$ cat src/cmp_gate_map.svh
`ifndef CMP_GATE_MAP_SVH
`define CMP_GATE_MAP_SVH

// ----------------------------------------------------------------
// register offsets
// ----------------------------------------------------------------
`define SYNC_GATE_CFG_ADDR   4'h0
`define LADDER_CTRL_ADDR     4'h1

// ----------------------------------------------------------------
// field positions
// ----------------------------------------------------------------
`define CFG_SYNC_BIT         0
`define CFG_GSRC_BIT         1
`define LAD_EN_BIT           7
`define LAD_RANGE_BIT        5
`define LAD_LEVEL_MSB        3
`define LAD_LEVEL_LSB        0

// ----------------------------------------------------------------
// reset values and write masks
// ----------------------------------------------------------------
`define SYNC_GATE_CFG_RST    8'h02
`define LADDER_CTRL_RST      8'h00
`define CFG_WRITE_MASK       8'h03
`define LAD_WRITE_MASK       8'haf

// ----------------------------------------------------------------
// reference ratio, expressed in 1/96 of supply
// ----------------------------------------------------------------
`define REF_DENOM            7'h60
`define REF_LOW_STEP         7'h04
`define REF_HIGH_BASE        7'h18
`define REF_HIGH_STEP        7'h03

`endif

$ cat src/cmp_gate_pkg.sv
package cmp_gate_pkg;

    // ------------------------------------------------------------
    // shared types
    // ------------------------------------------------------------
    typedef logic [7:0] reg8_t;
    typedef logic [6:0] ratio_t;

    // timer prescale choice, taken from the timer control logic
    typedef enum logic [1:0]
    {
        PRESC_1 = 2'h0,
        PRESC_2 = 2'h1,
        PRESC_4 = 2'h2,
        PRESC_8 = 2'h3
    } presc_t;

endpackage

$ cat src/cmp_catch_latch.sv
`timescale 1ns/1ps
`include "cmp_gate_map.svh"

module cmp_catch_latch
(
    input  wire logic clk,
    input  wire logic arst_n,
    input  wire logic capture,
    input  wire logic d,
    output logic      q
);

    // ------------------------------------------------------------
    // catch on the strobe, hold otherwise
    // ------------------------------------------------------------
    // no strobe means no change, so a stopped timer clock freezes q
    always_ff @(posedge clk or negedge arst_n)
    begin
        if (!arst_n)
            q <= 1'b0;
        else if (capture)
            q <= d;
    end

    property p_hold;
        @(posedge clk) disable iff (!arst_n)
        !capture |=> $stable(q);
    endproperty
    a_hold: assert property (p_hold) else $error("latch changed without capture");

    property p_catch;
        @(posedge clk) disable iff (!arst_n)
        capture |=> q == $past(d);
    endproperty
    a_catch: assert property (p_catch) else $error("latch missed captured value");

endmodule // cmp_catch_latch

$ cat src/cmp_sync_ref_ctrl.sv
// Decided for this implementation: the plain strobed port and the placing of the registers.
`timescale 1ns/1ps
`include "cmp_gate_map.svh"

module cmp_sync_ref_ctrl
    import cmp_gate_pkg::*;
#(
    parameter int ADDR_W  = 4,
    parameter int TIMER_W = 16
)
(
    input  wire logic               clk,
    input  wire logic               arst_n,
    input  wire logic [ADDR_W-1:0]  addr,
    input  wire logic [7:0]         wr_data,
    input  wire logic               wr_en,
    input  wire logic               rd_en,
    output logic [7:0]              rd_data,
    input  wire logic               comparator_in,
    input  wire logic               timer_clk_src,
    input  wire logic [1:0]         timer_prescale,
    input  wire logic               timer_on,
    input  wire logic               timer_gate_enable,
    input  wire logic               timer_gate_pin_n,
    output logic                    comparator_result,
    output logic                    timer_gate_active,
    output logic [TIMER_W-1:0]      timer_count,
    output logic                    ladder_power_on,
    output logic                    reference_range_select,
    output logic [3:0]              reference_level,
    output logic [6:0]              comparator_reference_output
);

    // ------------------------------------------------------------
    // registers and internal state
    // ------------------------------------------------------------
    reg8_t                cfg_q;
    reg8_t                lad_q;
    reg8_t                rd_data_q;
    logic                 src_prev_q;
    logic [2:0]           presc_cnt_q;
    logic                 presc_prev_q;
    logic [TIMER_W-1:0]   timer_q;
    logic                 presc_level;
    logic                 src_rise;
    logic                 tick_rise;
    logic                 tick_fall;
    logic                 latched_result;
    logic                 comparator_sync_enable;
    logic                 timer_gate_source_select;
    logic                 reference_enable;
    logic                 count_en;
    logic                 cfg_hit;
    logic                 lad_hit;
    presc_t               presc_sel;
    ratio_t               ratio;

    assign presc_sel                = presc_t'(timer_prescale);
    assign cfg_hit                  = addr == ADDR_W'(`SYNC_GATE_CFG_ADDR);
    assign lad_hit                  = addr == ADDR_W'(`LADDER_CTRL_ADDR);
    assign comparator_sync_enable   = cfg_q[`CFG_SYNC_BIT];
    assign timer_gate_source_select = cfg_q[`CFG_GSRC_BIT];
    assign reference_enable         = lad_q[`LAD_EN_BIT];

    // ------------------------------------------------------------
    // register writes
    // ------------------------------------------------------------
    // unimplemented bits are masked on write so they stay zero for good
    always_ff @(posedge clk or negedge arst_n)
    begin
        if (!arst_n)
            cfg_q <= `SYNC_GATE_CFG_RST;
        else if (wr_en && cfg_hit)
            cfg_q <= wr_data & `CFG_WRITE_MASK;
    end

    // ladder control has its own write path, untouched by the config
    always_ff @(posedge clk or negedge arst_n)
    begin
        if (!arst_n)
            lad_q <= `LADDER_CTRL_RST;
        else if (wr_en && lad_hit)
            lad_q <= wr_data & `LAD_WRITE_MASK;
    end

    // ------------------------------------------------------------
    // register reads, data one cycle after the strobe
    // ------------------------------------------------------------
    // unmapped addresses and idle cycles read as zero
    always_ff @(posedge clk or negedge arst_n)
    begin
        if (!arst_n)
            rd_data_q <= 8'h00;
        else if (rd_en && cfg_hit)
            rd_data_q <= cfg_q;
        else if (rd_en && lad_hit)
            rd_data_q <= lad_q;
        else
            rd_data_q <= 8'h00;
    end

    assign rd_data = rd_data_q;

    // ------------------------------------------------------------
    // timer clock edges and prescaler
    // ------------------------------------------------------------
    // the raw source is sampled each clk, so its edges become strobes
    always_ff @(posedge clk or negedge arst_n)
    begin
        if (!arst_n)
            src_prev_q <= 1'b0;
        else
            src_prev_q <= timer_clk_src;
    end

    assign src_rise = timer_clk_src && !src_prev_q;

    // divider advances on source rising edges only
    always_ff @(posedge clk or negedge arst_n)
    begin
        if (!arst_n)
            presc_cnt_q <= 3'h0;
        else if (src_rise)
            presc_cnt_q <= presc_cnt_q + 3'h1;
    end

    // prescaled clock level; ratio 1 is the raw source itself
    always_comb
    begin
        unique case (presc_sel)
            PRESC_1: presc_level = timer_clk_src;
            PRESC_2: presc_level = presc_cnt_q[0];
            PRESC_4: presc_level = presc_cnt_q[1];
            PRESC_8: presc_level = presc_cnt_q[2];
        endcase
    end

    always_ff @(posedge clk or negedge arst_n)
    begin
        if (!arst_n)
            presc_prev_q <= 1'b0;
        else
            presc_prev_q <= presc_level;
    end

    // edges of the clock after the prescaler drive both catch and count
    assign tick_rise = presc_level && !presc_prev_q;
    assign tick_fall = !presc_level && presc_prev_q;

    // ------------------------------------------------------------
    // comparator catch and bypass
    // ------------------------------------------------------------
    cmp_catch_latch u_catch
    (
        .clk     (clk),
        .arst_n  (arst_n),
        .capture (tick_fall),
        .d       (comparator_in),
        .q       (latched_result)
    );

    // bypass is purely combinational: fast, but can glitch the gate
    assign comparator_result = comparator_sync_enable ? latched_result : comparator_in;

    // ------------------------------------------------------------
    // gate source mux and timer
    // ------------------------------------------------------------
    // the gate pin is active low
    assign timer_gate_active = timer_gate_source_select ? !timer_gate_pin_n : comparator_result;
    assign count_en          = timer_on && (!timer_gate_enable || timer_gate_active);

    // counting on the rising edge keeps it clear of the falling-edge catch
    always_ff @(posedge clk or negedge arst_n)
    begin
        if (!arst_n)
            timer_q <= '0;
        else if (tick_rise && count_en)
            timer_q <= timer_q + TIMER_W'(1);
    end

    assign timer_count = timer_q;

    // ------------------------------------------------------------
    // reference ladder
    // ------------------------------------------------------------
    assign ladder_power_on        = reference_enable;
    assign reference_range_select = lad_q[`LAD_RANGE_BIT];
    assign reference_level        = lad_q[`LAD_LEVEL_MSB:`LAD_LEVEL_LSB];

    // ratio in units of 1/96 supply: low is 4*level, high is 24 + 3*level
    always_comb
    begin
        ratio = 7'h00;
        if (!reference_enable)
            ratio = 7'h00;
        else if (reference_range_select)
            ratio = 7'({3'h0, reference_level} * `REF_LOW_STEP);
        else
            ratio = 7'(`REF_HIGH_BASE + {3'h0, reference_level} * `REF_HIGH_STEP);
    end

    assign comparator_reference_output = ratio;

    // ------------------------------------------------------------
    // checks
    // ------------------------------------------------------------
    property p_async;
        @(posedge clk) disable iff (!arst_n)
        !comparator_sync_enable |-> comparator_result == comparator_in;
    endproperty
    a_async: assert property (p_async) else $error("bypass not transparent");

    property p_sync_fwd;
        @(posedge clk) disable iff (!arst_n)
        comparator_sync_enable && tick_fall ##1 comparator_sync_enable |-> comparator_result == $past(comparator_in);
    endproperty
    a_sync_fwd: assert property (p_sync_fwd) else $error("synced result not caught value");

    property p_presc_edges;
        @(posedge clk) disable iff (!arst_n)
        (presc_sel != PRESC_1 && tick_fall) |-> $past(src_rise);
    endproperty
    a_presc_edges: assert property (p_presc_edges) else $error("prescaled fall not from divider");

    property p_count_rise;
        @(posedge clk) disable iff (!arst_n)
        tick_rise && count_en |=> timer_q == $past(timer_q) + TIMER_W'(1);
    endproperty
    a_count_rise: assert property (p_count_rise) else $error("timer missed rising edge");

    property p_no_count_fall;
        @(posedge clk) disable iff (!arst_n)
        !tick_rise |=> $stable(timer_q);
    endproperty
    a_no_count_fall: assert property (p_no_count_fall) else $error("timer moved off rising edge");

    property p_gate_src;
        @(posedge clk) disable iff (!arst_n)
        timer_gate_source_select |-> timer_gate_active == !timer_gate_pin_n;
    endproperty
    a_gate_src: assert property (p_gate_src) else $error("gate pin not selected");

    property p_gate_off;
        @(posedge clk) disable iff (!arst_n)
        !timer_on |=> $stable(timer_q);
    endproperty
    a_gate_off: assert property (p_gate_off) else $error("timer counted while off");

    property p_cfg_zero;
        @(posedge clk) disable iff (!arst_n)
        rd_en && cfg_hit |=> rd_data[7:2] == 6'h00;
    endproperty
    a_cfg_zero: assert property (p_cfg_zero) else $error("config upper bits not zero");

    property p_lad_zero;
        @(posedge clk) disable iff (!arst_n)
        rd_en && lad_hit |=> rd_data[6] == 1'b0 && rd_data[4] == 1'b0;
    endproperty
    a_lad_zero: assert property (p_lad_zero) else $error("ladder reserved bits not zero");

    property p_ref_off;
        @(posedge clk) disable iff (!arst_n)
        !reference_enable |-> comparator_reference_output == 7'h00 && !ladder_power_on;
    endproperty
    a_ref_off: assert property (p_ref_off) else $error("reference not grounded");

    property p_ref_high;
        @(posedge clk) disable iff (!arst_n)
        reference_enable && !reference_range_select |-> comparator_reference_output >= `REF_HIGH_BASE;
    endproperty
    a_ref_high: assert property (p_ref_high) else $error("high range below quarter");

    property p_independent;
        @(posedge clk) disable iff (!arst_n)
        wr_en && cfg_hit |=> $stable(lad_q);
    endproperty
    a_independent: assert property (p_independent) else $error("config write moved ladder");

    property p_power_on;
        @(posedge clk) disable iff (!arst_n)
        wr_en && lad_hit && wr_data[`LAD_EN_BIT] |=> ladder_power_on;
    endproperty
    a_power_on: assert property (p_power_on) else $error("ladder not powered");

    property p_gate_cmp;
        @(posedge clk) disable iff (!arst_n)
        !timer_gate_source_select |-> timer_gate_active == comparator_result;
    endproperty
    a_gate_cmp: assert property (p_gate_cmp) else $error("comparator not selected as gate");

    // a closed gate must freeze the count even while the timer runs
    property p_gate_block;
        @(posedge clk) disable iff (!arst_n)
        timer_on && timer_gate_enable && !timer_gate_active |=> $stable(timer_q);
    endproperty
    a_gate_block: assert property (p_gate_block) else $error("timer counted with gate closed");

    // low range as a shift, so a wrong step constant shows up here
    property p_ref_low;
        @(posedge clk) disable iff (!arst_n)
        reference_enable && reference_range_select
        |-> comparator_reference_output == {1'b0, reference_level, 2'b00};
    endproperty
    a_ref_low: assert property (p_ref_low) else $error("low range step wrong");

    property p_lad_fields;
        @(posedge clk) disable iff (!arst_n)
        wr_en && lad_hit |=> reference_level == $past(wr_data[3:0]) && reference_range_select == $past(wr_data[5]);
    endproperty
    a_lad_fields: assert property (p_lad_fields) else $error("ladder fields not written");

endmodule // cmp_sync_ref_ctrl

$ cat config.mk
export PLATFORM = sky130hd
export DESIGN_NAME = cmp_sync_ref_ctrl
export DESIGN_NICKNAME = d
export VERILOG_FILES = /design/src/cmp_gate_pkg.sv /design/src/cmp_catch_latch.sv /design/src/cmp_sync_ref_ctrl.sv
export VERILOG_INCLUDE_DIRS = /design/src
export SDC_FILE = /design/constraint.sdc
export NUM_CORES = 1
export LEC_CHECK = 0
export BUFFER_PORTS_ARGS = -buffer_cell sky130_fd_sc_hd__buf_2
export CAP_MARGIN = 20
export CORE_MARGIN = 2
export CORE_UTILIZATION = 23
export DETAILED_ROUTE_END_ITERATION = 8
export PLACE_DENSITY = 0.42
export SYNTH_ARGS = -nofsm -noshare
export SYNTH_HDL_FRONTEND = slang
export SYNTH_SLANG_ARGS = --single-unit
$ cat constraint.sdc
create_clock -name clk -period 5.35 [get_ports clk]
set_input_delay 1.07 -clock clk [delete_from_list [all_inputs] [get_ports clk]]
set_output_delay 1.07 -clock clk [all_outputs]
set_load 0.05 [all_outputs]
==> flow_summary.toml, run 1 <==
[power]
intPower_mw = 0.563
ir_drop_uv = 139
powerDensity_nw_per_um2 = 422
p_leak_nw = 1.17
clkPwrFrac = 0.197
fin_total_pwr_mw = 1.01
comb_power_share = 0.415
switchingPower_mw = 0.452
seq_power_share = 0.388
p_sw_frac = 0.445

[critical_path]
cp-end-kind = "primary output"
arrival_ps = 2610
worstPathBufferInverterCount = 2
start_kind = "flip-flop"
crit_type = "reg2out"
slowest_stage = "dfrtp_1"
path_delay_family = "adder cells"
worstPathCellList = "ha_1, inv_1, fa_1, or3b_2, a21oi_1, xnor2_1, and2_1, buf_2"
slowest_delay_ps = 460
cp.required_ps = 4280
crit_fanout = 7

[synth]
seq_area_frac_synth = 0.473
synth_edf_count = 0
synth-async-reset-ratio = 1.00
synth.area.top_cells = "dfrtp_1 46%, mux2_2 7.1%, xnor2_1 5.5%, ha_1 3.9%, nand3_1 3.4%"
yosysTopAreaCellShare = 0.459
yosysTopAreaCell = "dfrtp_1"
syn_area_um2 = 1910
ys_ff_latch = 36
synth.top_cells.by_count = "35 x dfrtp_1, 13 x nand3_1, 12 x mux2_2, 12 x xnor2_1, 10 x inv_1"
yosysMostFrequentCell = "dfrtp_1"
synthCells = 168
yosys_warnings = 0
synth-main-ff-cell = "dfrtp_1"
synth_cell_types = 35
syn_area_per_cell_um2 = 11.4

[timing]
finalCritPeriodShare = 0.688
fin_skew_ps = 5.48
hold_violations = 0
finalSetupViolations = 0
tightest_slew_ps = 794
rsz0062_at_grt = "no"
slew_headroom = 0.471
layout_min_cycle_time_ps = 3680
tns_ps = 0
max_freq_ghz = 0.272
drv_slew = 0
finalWorstSetupSlack_ps = 1670
hold_ws_ps = 478

[placed_design]
place_congestion = 0.708
dp_slack_ps = 1970
hpwl_mm = 3.28
portBuffers = 57

[floorplan]
initial_core_util = 0.234
ioPinCount = 62
die-area_um2 = 9030
coreArea_um2 = 8130
rows = 33
die_w_um = 95.1
die_h_um = 95.1

[final_layout]
syn2layout_area_growth_pct = 25.9
antenna_cells = 0
fin_nets = 261
drive_above_1_share = 0.381

[min_path]
hp-class = "reg2reg"

[clock_network]
cts_tree = "built"
cts_max_level = 2
hold_buffers = 0
clk_latency_ps = 290
clk_pin_slew_ps = 70
cts_buffer_depth = 2
clock-root-buffer = "clkbuf_8"
cts_buffers = 5
cts-resized-gates = 0
cts_setup_buffers = 0
cts.sinks = 36

[drt]
drc_errors = 0
routed_wl_mm = 4.25
drt-initial-drc-count = 45
drt-pass1-iter-count = 4
wl_per_cell_um = 12.6
antenna_left = 0
vias_per_cell = 4.23
vias = 1422

[global_routing]
grt_pass1_vias = 1381
grt_pass1_wl_mm = 6.96
grt_max_degree = 37
grt_remaining_overflow = 0
antenna_found_initial = 0
grtUsageTotal = 0.101

[run]
drv_cap = 0

[outcome]
outcome = "finished, final reports clean"
## cell families after synthesis
group / count (synthesis) / share of synthesized area
AND/OR/NAND/NOR: 63 / 0.194
flip-flops: 36 / 0.473
buffers and inverters: 13 / 0.0295
multiplexers: 17 / 0.0997
AO/OA/AOI/OAI: 11 / 0.0545
XOR/XNOR: 19 / 0.0873
adder cells (fa/ha/maj): 8 / 0.0604
other: 1 / 0.00197
## worst reg2reg max path, cell delays in order, from the launching register on
cell     delay (ps)
dfrtp_1         410
mux2_4          350
o31a_4          340
nand2_2         100
mux2_2          330
## cell usage in the layout (no fill, tap or decap), types with 3 or more instances in the layout
cell and n:
nand3_1 13, nand2_1 6, buf_2 57, nor2b_1 3, nor3_1 4, o21ai_0 4
dfrtp_1 35, inv_1 10, nor2_1 7, and2_1 8, xor2_1 7, mux2i_1 4
nand4_1 5, mux2_2 12, nor4_1 9, clkbuf_8 6, a21oi_1 3, xnor2_1 12
ha_1 6
## routing by layer
metal | vias to the layer above | wire length [µm] | GRT usage
met5 | - | 0 | 0
met4 | 0 | 62 | 0.0362
met3 | 6 | 207 | 0.0316
met2 | 28 | 2020 | 0.150
met1 | 675 | 1960 | 0.139
li1 | 713 | - | -
## metrics by stage
step,util,cells,area [µm²]
2_1_floorplan,-,169,1910
3_3_place_gp,0.284,328,2310
3_5_place_dp,0.284,328,2310
4_1_cts,0.295,336,2400
5_1_grt,0.295,336,2400
6_report,0.295,336,2400
## power by group through the flow
stage	logic, mW	registers (mW)	clock network, mW
3_5_place_dp	0.424	0.400	0
4_1_cts	0.425	0.395	0.208
3_3_place_gp	0.422	0.399	0
2_1_floorplan	0.241	0.473	0
6_report	0.421	0.393	0.200
5_1_grt	0.459	0.404	0.218
## cell type report
class	count	area (µm²)
clock buffer	6	82.6
clock inverter	2	10.0
fill	844	5730
inverter	10	37.5
multi-input combinational	120	952
sequential	36	902
tap	105	131
timing repair buffer	57	285
## sequential cells by signal, summed over array words and instances (netlist names)
name	count
rd_data	6
lad_q	6
timer_count	16
presc_prev_q	1
src_prev_q	1
u_catch.q	1
cfg_q	2
presc_cnt_q	3
## worst paths after layout
kind                           startpoint                             end  slack [ps]  depth (start not counted)
setup / recovery                 lad_q[2]  comparator_reference_output[5]        1670                          8
hold / removal             presc_cnt_q[2]                  presc_cnt_q[2]         480                          1
setup reg to reg                 cfg_q[0]                  timer_count[1]        3720                          4
hold reg to reg            presc_cnt_q[2]                  presc_cnt_q[2]         480                          1
max in group asynchronous          arst_n                        lad_q[7]        3980                          1
min in group asynchronous          arst_n                  timer_count[9]         860                          1
No activity file was read; power rests on OpenSTA's default activity.
==> run 2: changes to the inputs <==
clock period = 3.8 ns   (was 5.35 ns; I/O delays follow)
==> run 2 against run 1 <==
Critical endpoint unchanged. Total power increased by 42%. Flip-flop and latch count stayed put. Setup slack lost 1200 ps. Non-clock buffer count did not move. Hold slack got worse by 6.3 ps. Utilization is essentially flat. Combinational power is 41% higher. First-iteration DRC count rose by 56%. Clock-buffer cell count up 1. Register-to-register slack worse by 1600 ps.
==> flow_summary.toml, run 2 (synthesized netlist as in run 1, its figures left out) <==
[critical_path]
regToRegEndpoint = "timer_count[1]"
crit_fanout = 7
reg2reg_slack_ps = 2170
r2r-start = "cfg_q[0]"
worst_r2r_path_depth = 4
crit_type = "reg2out"
start_kind = "flip-flop"
arrival_ps = 2610
cp-end-kind = "primary output"
cp.required_ps = 3040

[final_layout]
syn2layout_area_growth_pct = 26.1
fin_area_um2 = 2400
mostFrequentLayoutCells = "57 x buf_2, 35 x dfrtp_1, 13 x nand3_1, 12 x xnor2_1, 12 x mux2_2"
antenna_cells = 0
seq_area_um2 = 902
layout_commonest_cell = "buf_2"
fillers = 844
largest_reg_flops = 16
drive_above_1_share = 0.378
fin_nets = 261
multi_input_area_um2 = 952

[timing]
max_freq_ghz = 0.297
layout_min_cycle_time_ps = 3370
slew_headroom = 0.468
rsz0062_at_grt = "no"
finalCritPeriodShare = 0.886
drv_slew = 0
fin_skew_ps = 8.67
tightest_slew_ps = 798
finalSetupViolations = 0
tns_ps = 0
hold_violations = 0

[global_routing]
grt_pass1_wl_mm = 7.04
grt_max_degree = 37
grt_remaining_overflow = 0
grt_pass1_vias = 1468
antenna_found_initial = 0
grtUsageTotal = 0.103

[min_path]
hp-start = "presc_cnt_q[2]"
min_path_cells = 1
hp-class = "reg2reg"
min_to = "presc_cnt_q[2]"

[clock_network]
cts-resized-gates = 0
cts_tree = "built"
cts_setup_buffers = 0
clock-root-buffer = "clkbuf_8"
clk_latency_ps = 280
clk_pin_slew_ps = 70
cts.sinks = 36
cts_max_level = 2
cts_buffers = 5
hold_buffers = 0
cts_buffer_depth = 2

[floorplan]
ioPinCount = 62
coreArea_um2 = 8130
die_w_um = 95.1
die-area_um2 = 9030
rows = 33
initial_core_util = 0.234
die_h_um = 95.1

[placed_design]
hpwl_mm = 3.30
portBuffers = 57
placed_area_um2 = 2310
place_congestion = 0.697

[drt]
drt-pass1-iter-count = 4
routed_wl_mm = 4.30
vias = 1460
antenna_left = 0
vias_per_cell = 4.36
drt-initial-drc-count = 70
drc_errors = 0
wl_per_cell_um = 12.8

[run]
drv_cap = 0

[outcome]
outcome = "finished, final reports clean"

[power]
ir_drop_uv = 146
powerDensity_nw_per_um2 = 598
p_leak_nw = 1.16
==> run 2: cell types whose count changed in the layout (fill, tap and decap cells not counted), sizes merged <==
cell and change:
clkbuf +1, clkinv -2
==> run 2: critical path, cell delays in order (launching register included) <==
cell and delay, ps:
dfrtp_1 460, ha_1 220, inv_1 100, fa_1 410
or3b_2 440, a21oi_1 180, xnor2_1 130, and2_1 130
buf_2 250
==> run 2: routing by layer <==
layer / up-vias / wire length (µm) / part of all wire / global-route usage
met5: - / 0 / 0 / 0
met4: 0 / 45 / 0.010 / 0.0374
met3: 4 / 197 / 0.046 / 0.0324
met2: 27 / 2100 / 0.49 / 0.161
met1: 720 / 1960 / 0.46 / 0.133
li1: 709 / - / - / -
==> run 2: power breakdown <==
| part | total, mW | switching, mW | internal (mW) |
|---|---|---|---|
| sequential | 0.554 | 0.0995 | 0.455 |
| clock | 0.291 | 0.130 | 0.161 |
| combinational | 0.593 | 0.400 | 0.193 |
==> run 2: worst max path at each step <==
| stage | start | slack, ps | depth (start not counted) | end |
|---|---|---|---|---|
| finish | lad_q[2] | 430 | 8 | comparator_reference_output[5] |
| global route | lad_q[2] | 300 | 8 | comparator_reference_output[5] |
| CTS | lad_q[2] | 420 | 8 | comparator_reference_output[5] |
| detailed placement | lad_q[2] | 740 | 8 | comparator_reference_output[5] |
| global placement | lad_q[2] | 750 | 8 | comparator_reference_output[5] |
| floorplan | lad_q[2] | 500 | 7 | comparator_reference_output[5] |
==> run 2: metrics by stage <==
| stage | total power [mW] | util | std cells | hold WS (ps) | setup slack, ps |
|---|---|---|---|---|---|
| 6_report | 1.44 | 0.296 | 335 | 471 | 432 |
| 5_1_grt | 1.54 | 0.296 | 335 | 521 | 298 |
| 4_1_cts | 1.47 | 0.296 | 335 | 479 | 420 |
| 3_5_place_dp | 1.16 | 0.284 | 328 | 463 | 737 |
| 3_3_place_gp | 1.16 | 0.284 | 328 | 459 | 753 |
| 2_1_floorplan | 1.01 | - | 169 | 445 | 497 |
==> run 2: cell type report <==
class                      instances  share of cell area
sequential                        36               0.375
timing repair buffer              57               0.119
inverter                          10              0.0156
clock buffer                       7              0.0401
tap                              105              0.0546
multi-input combinational        120               0.396
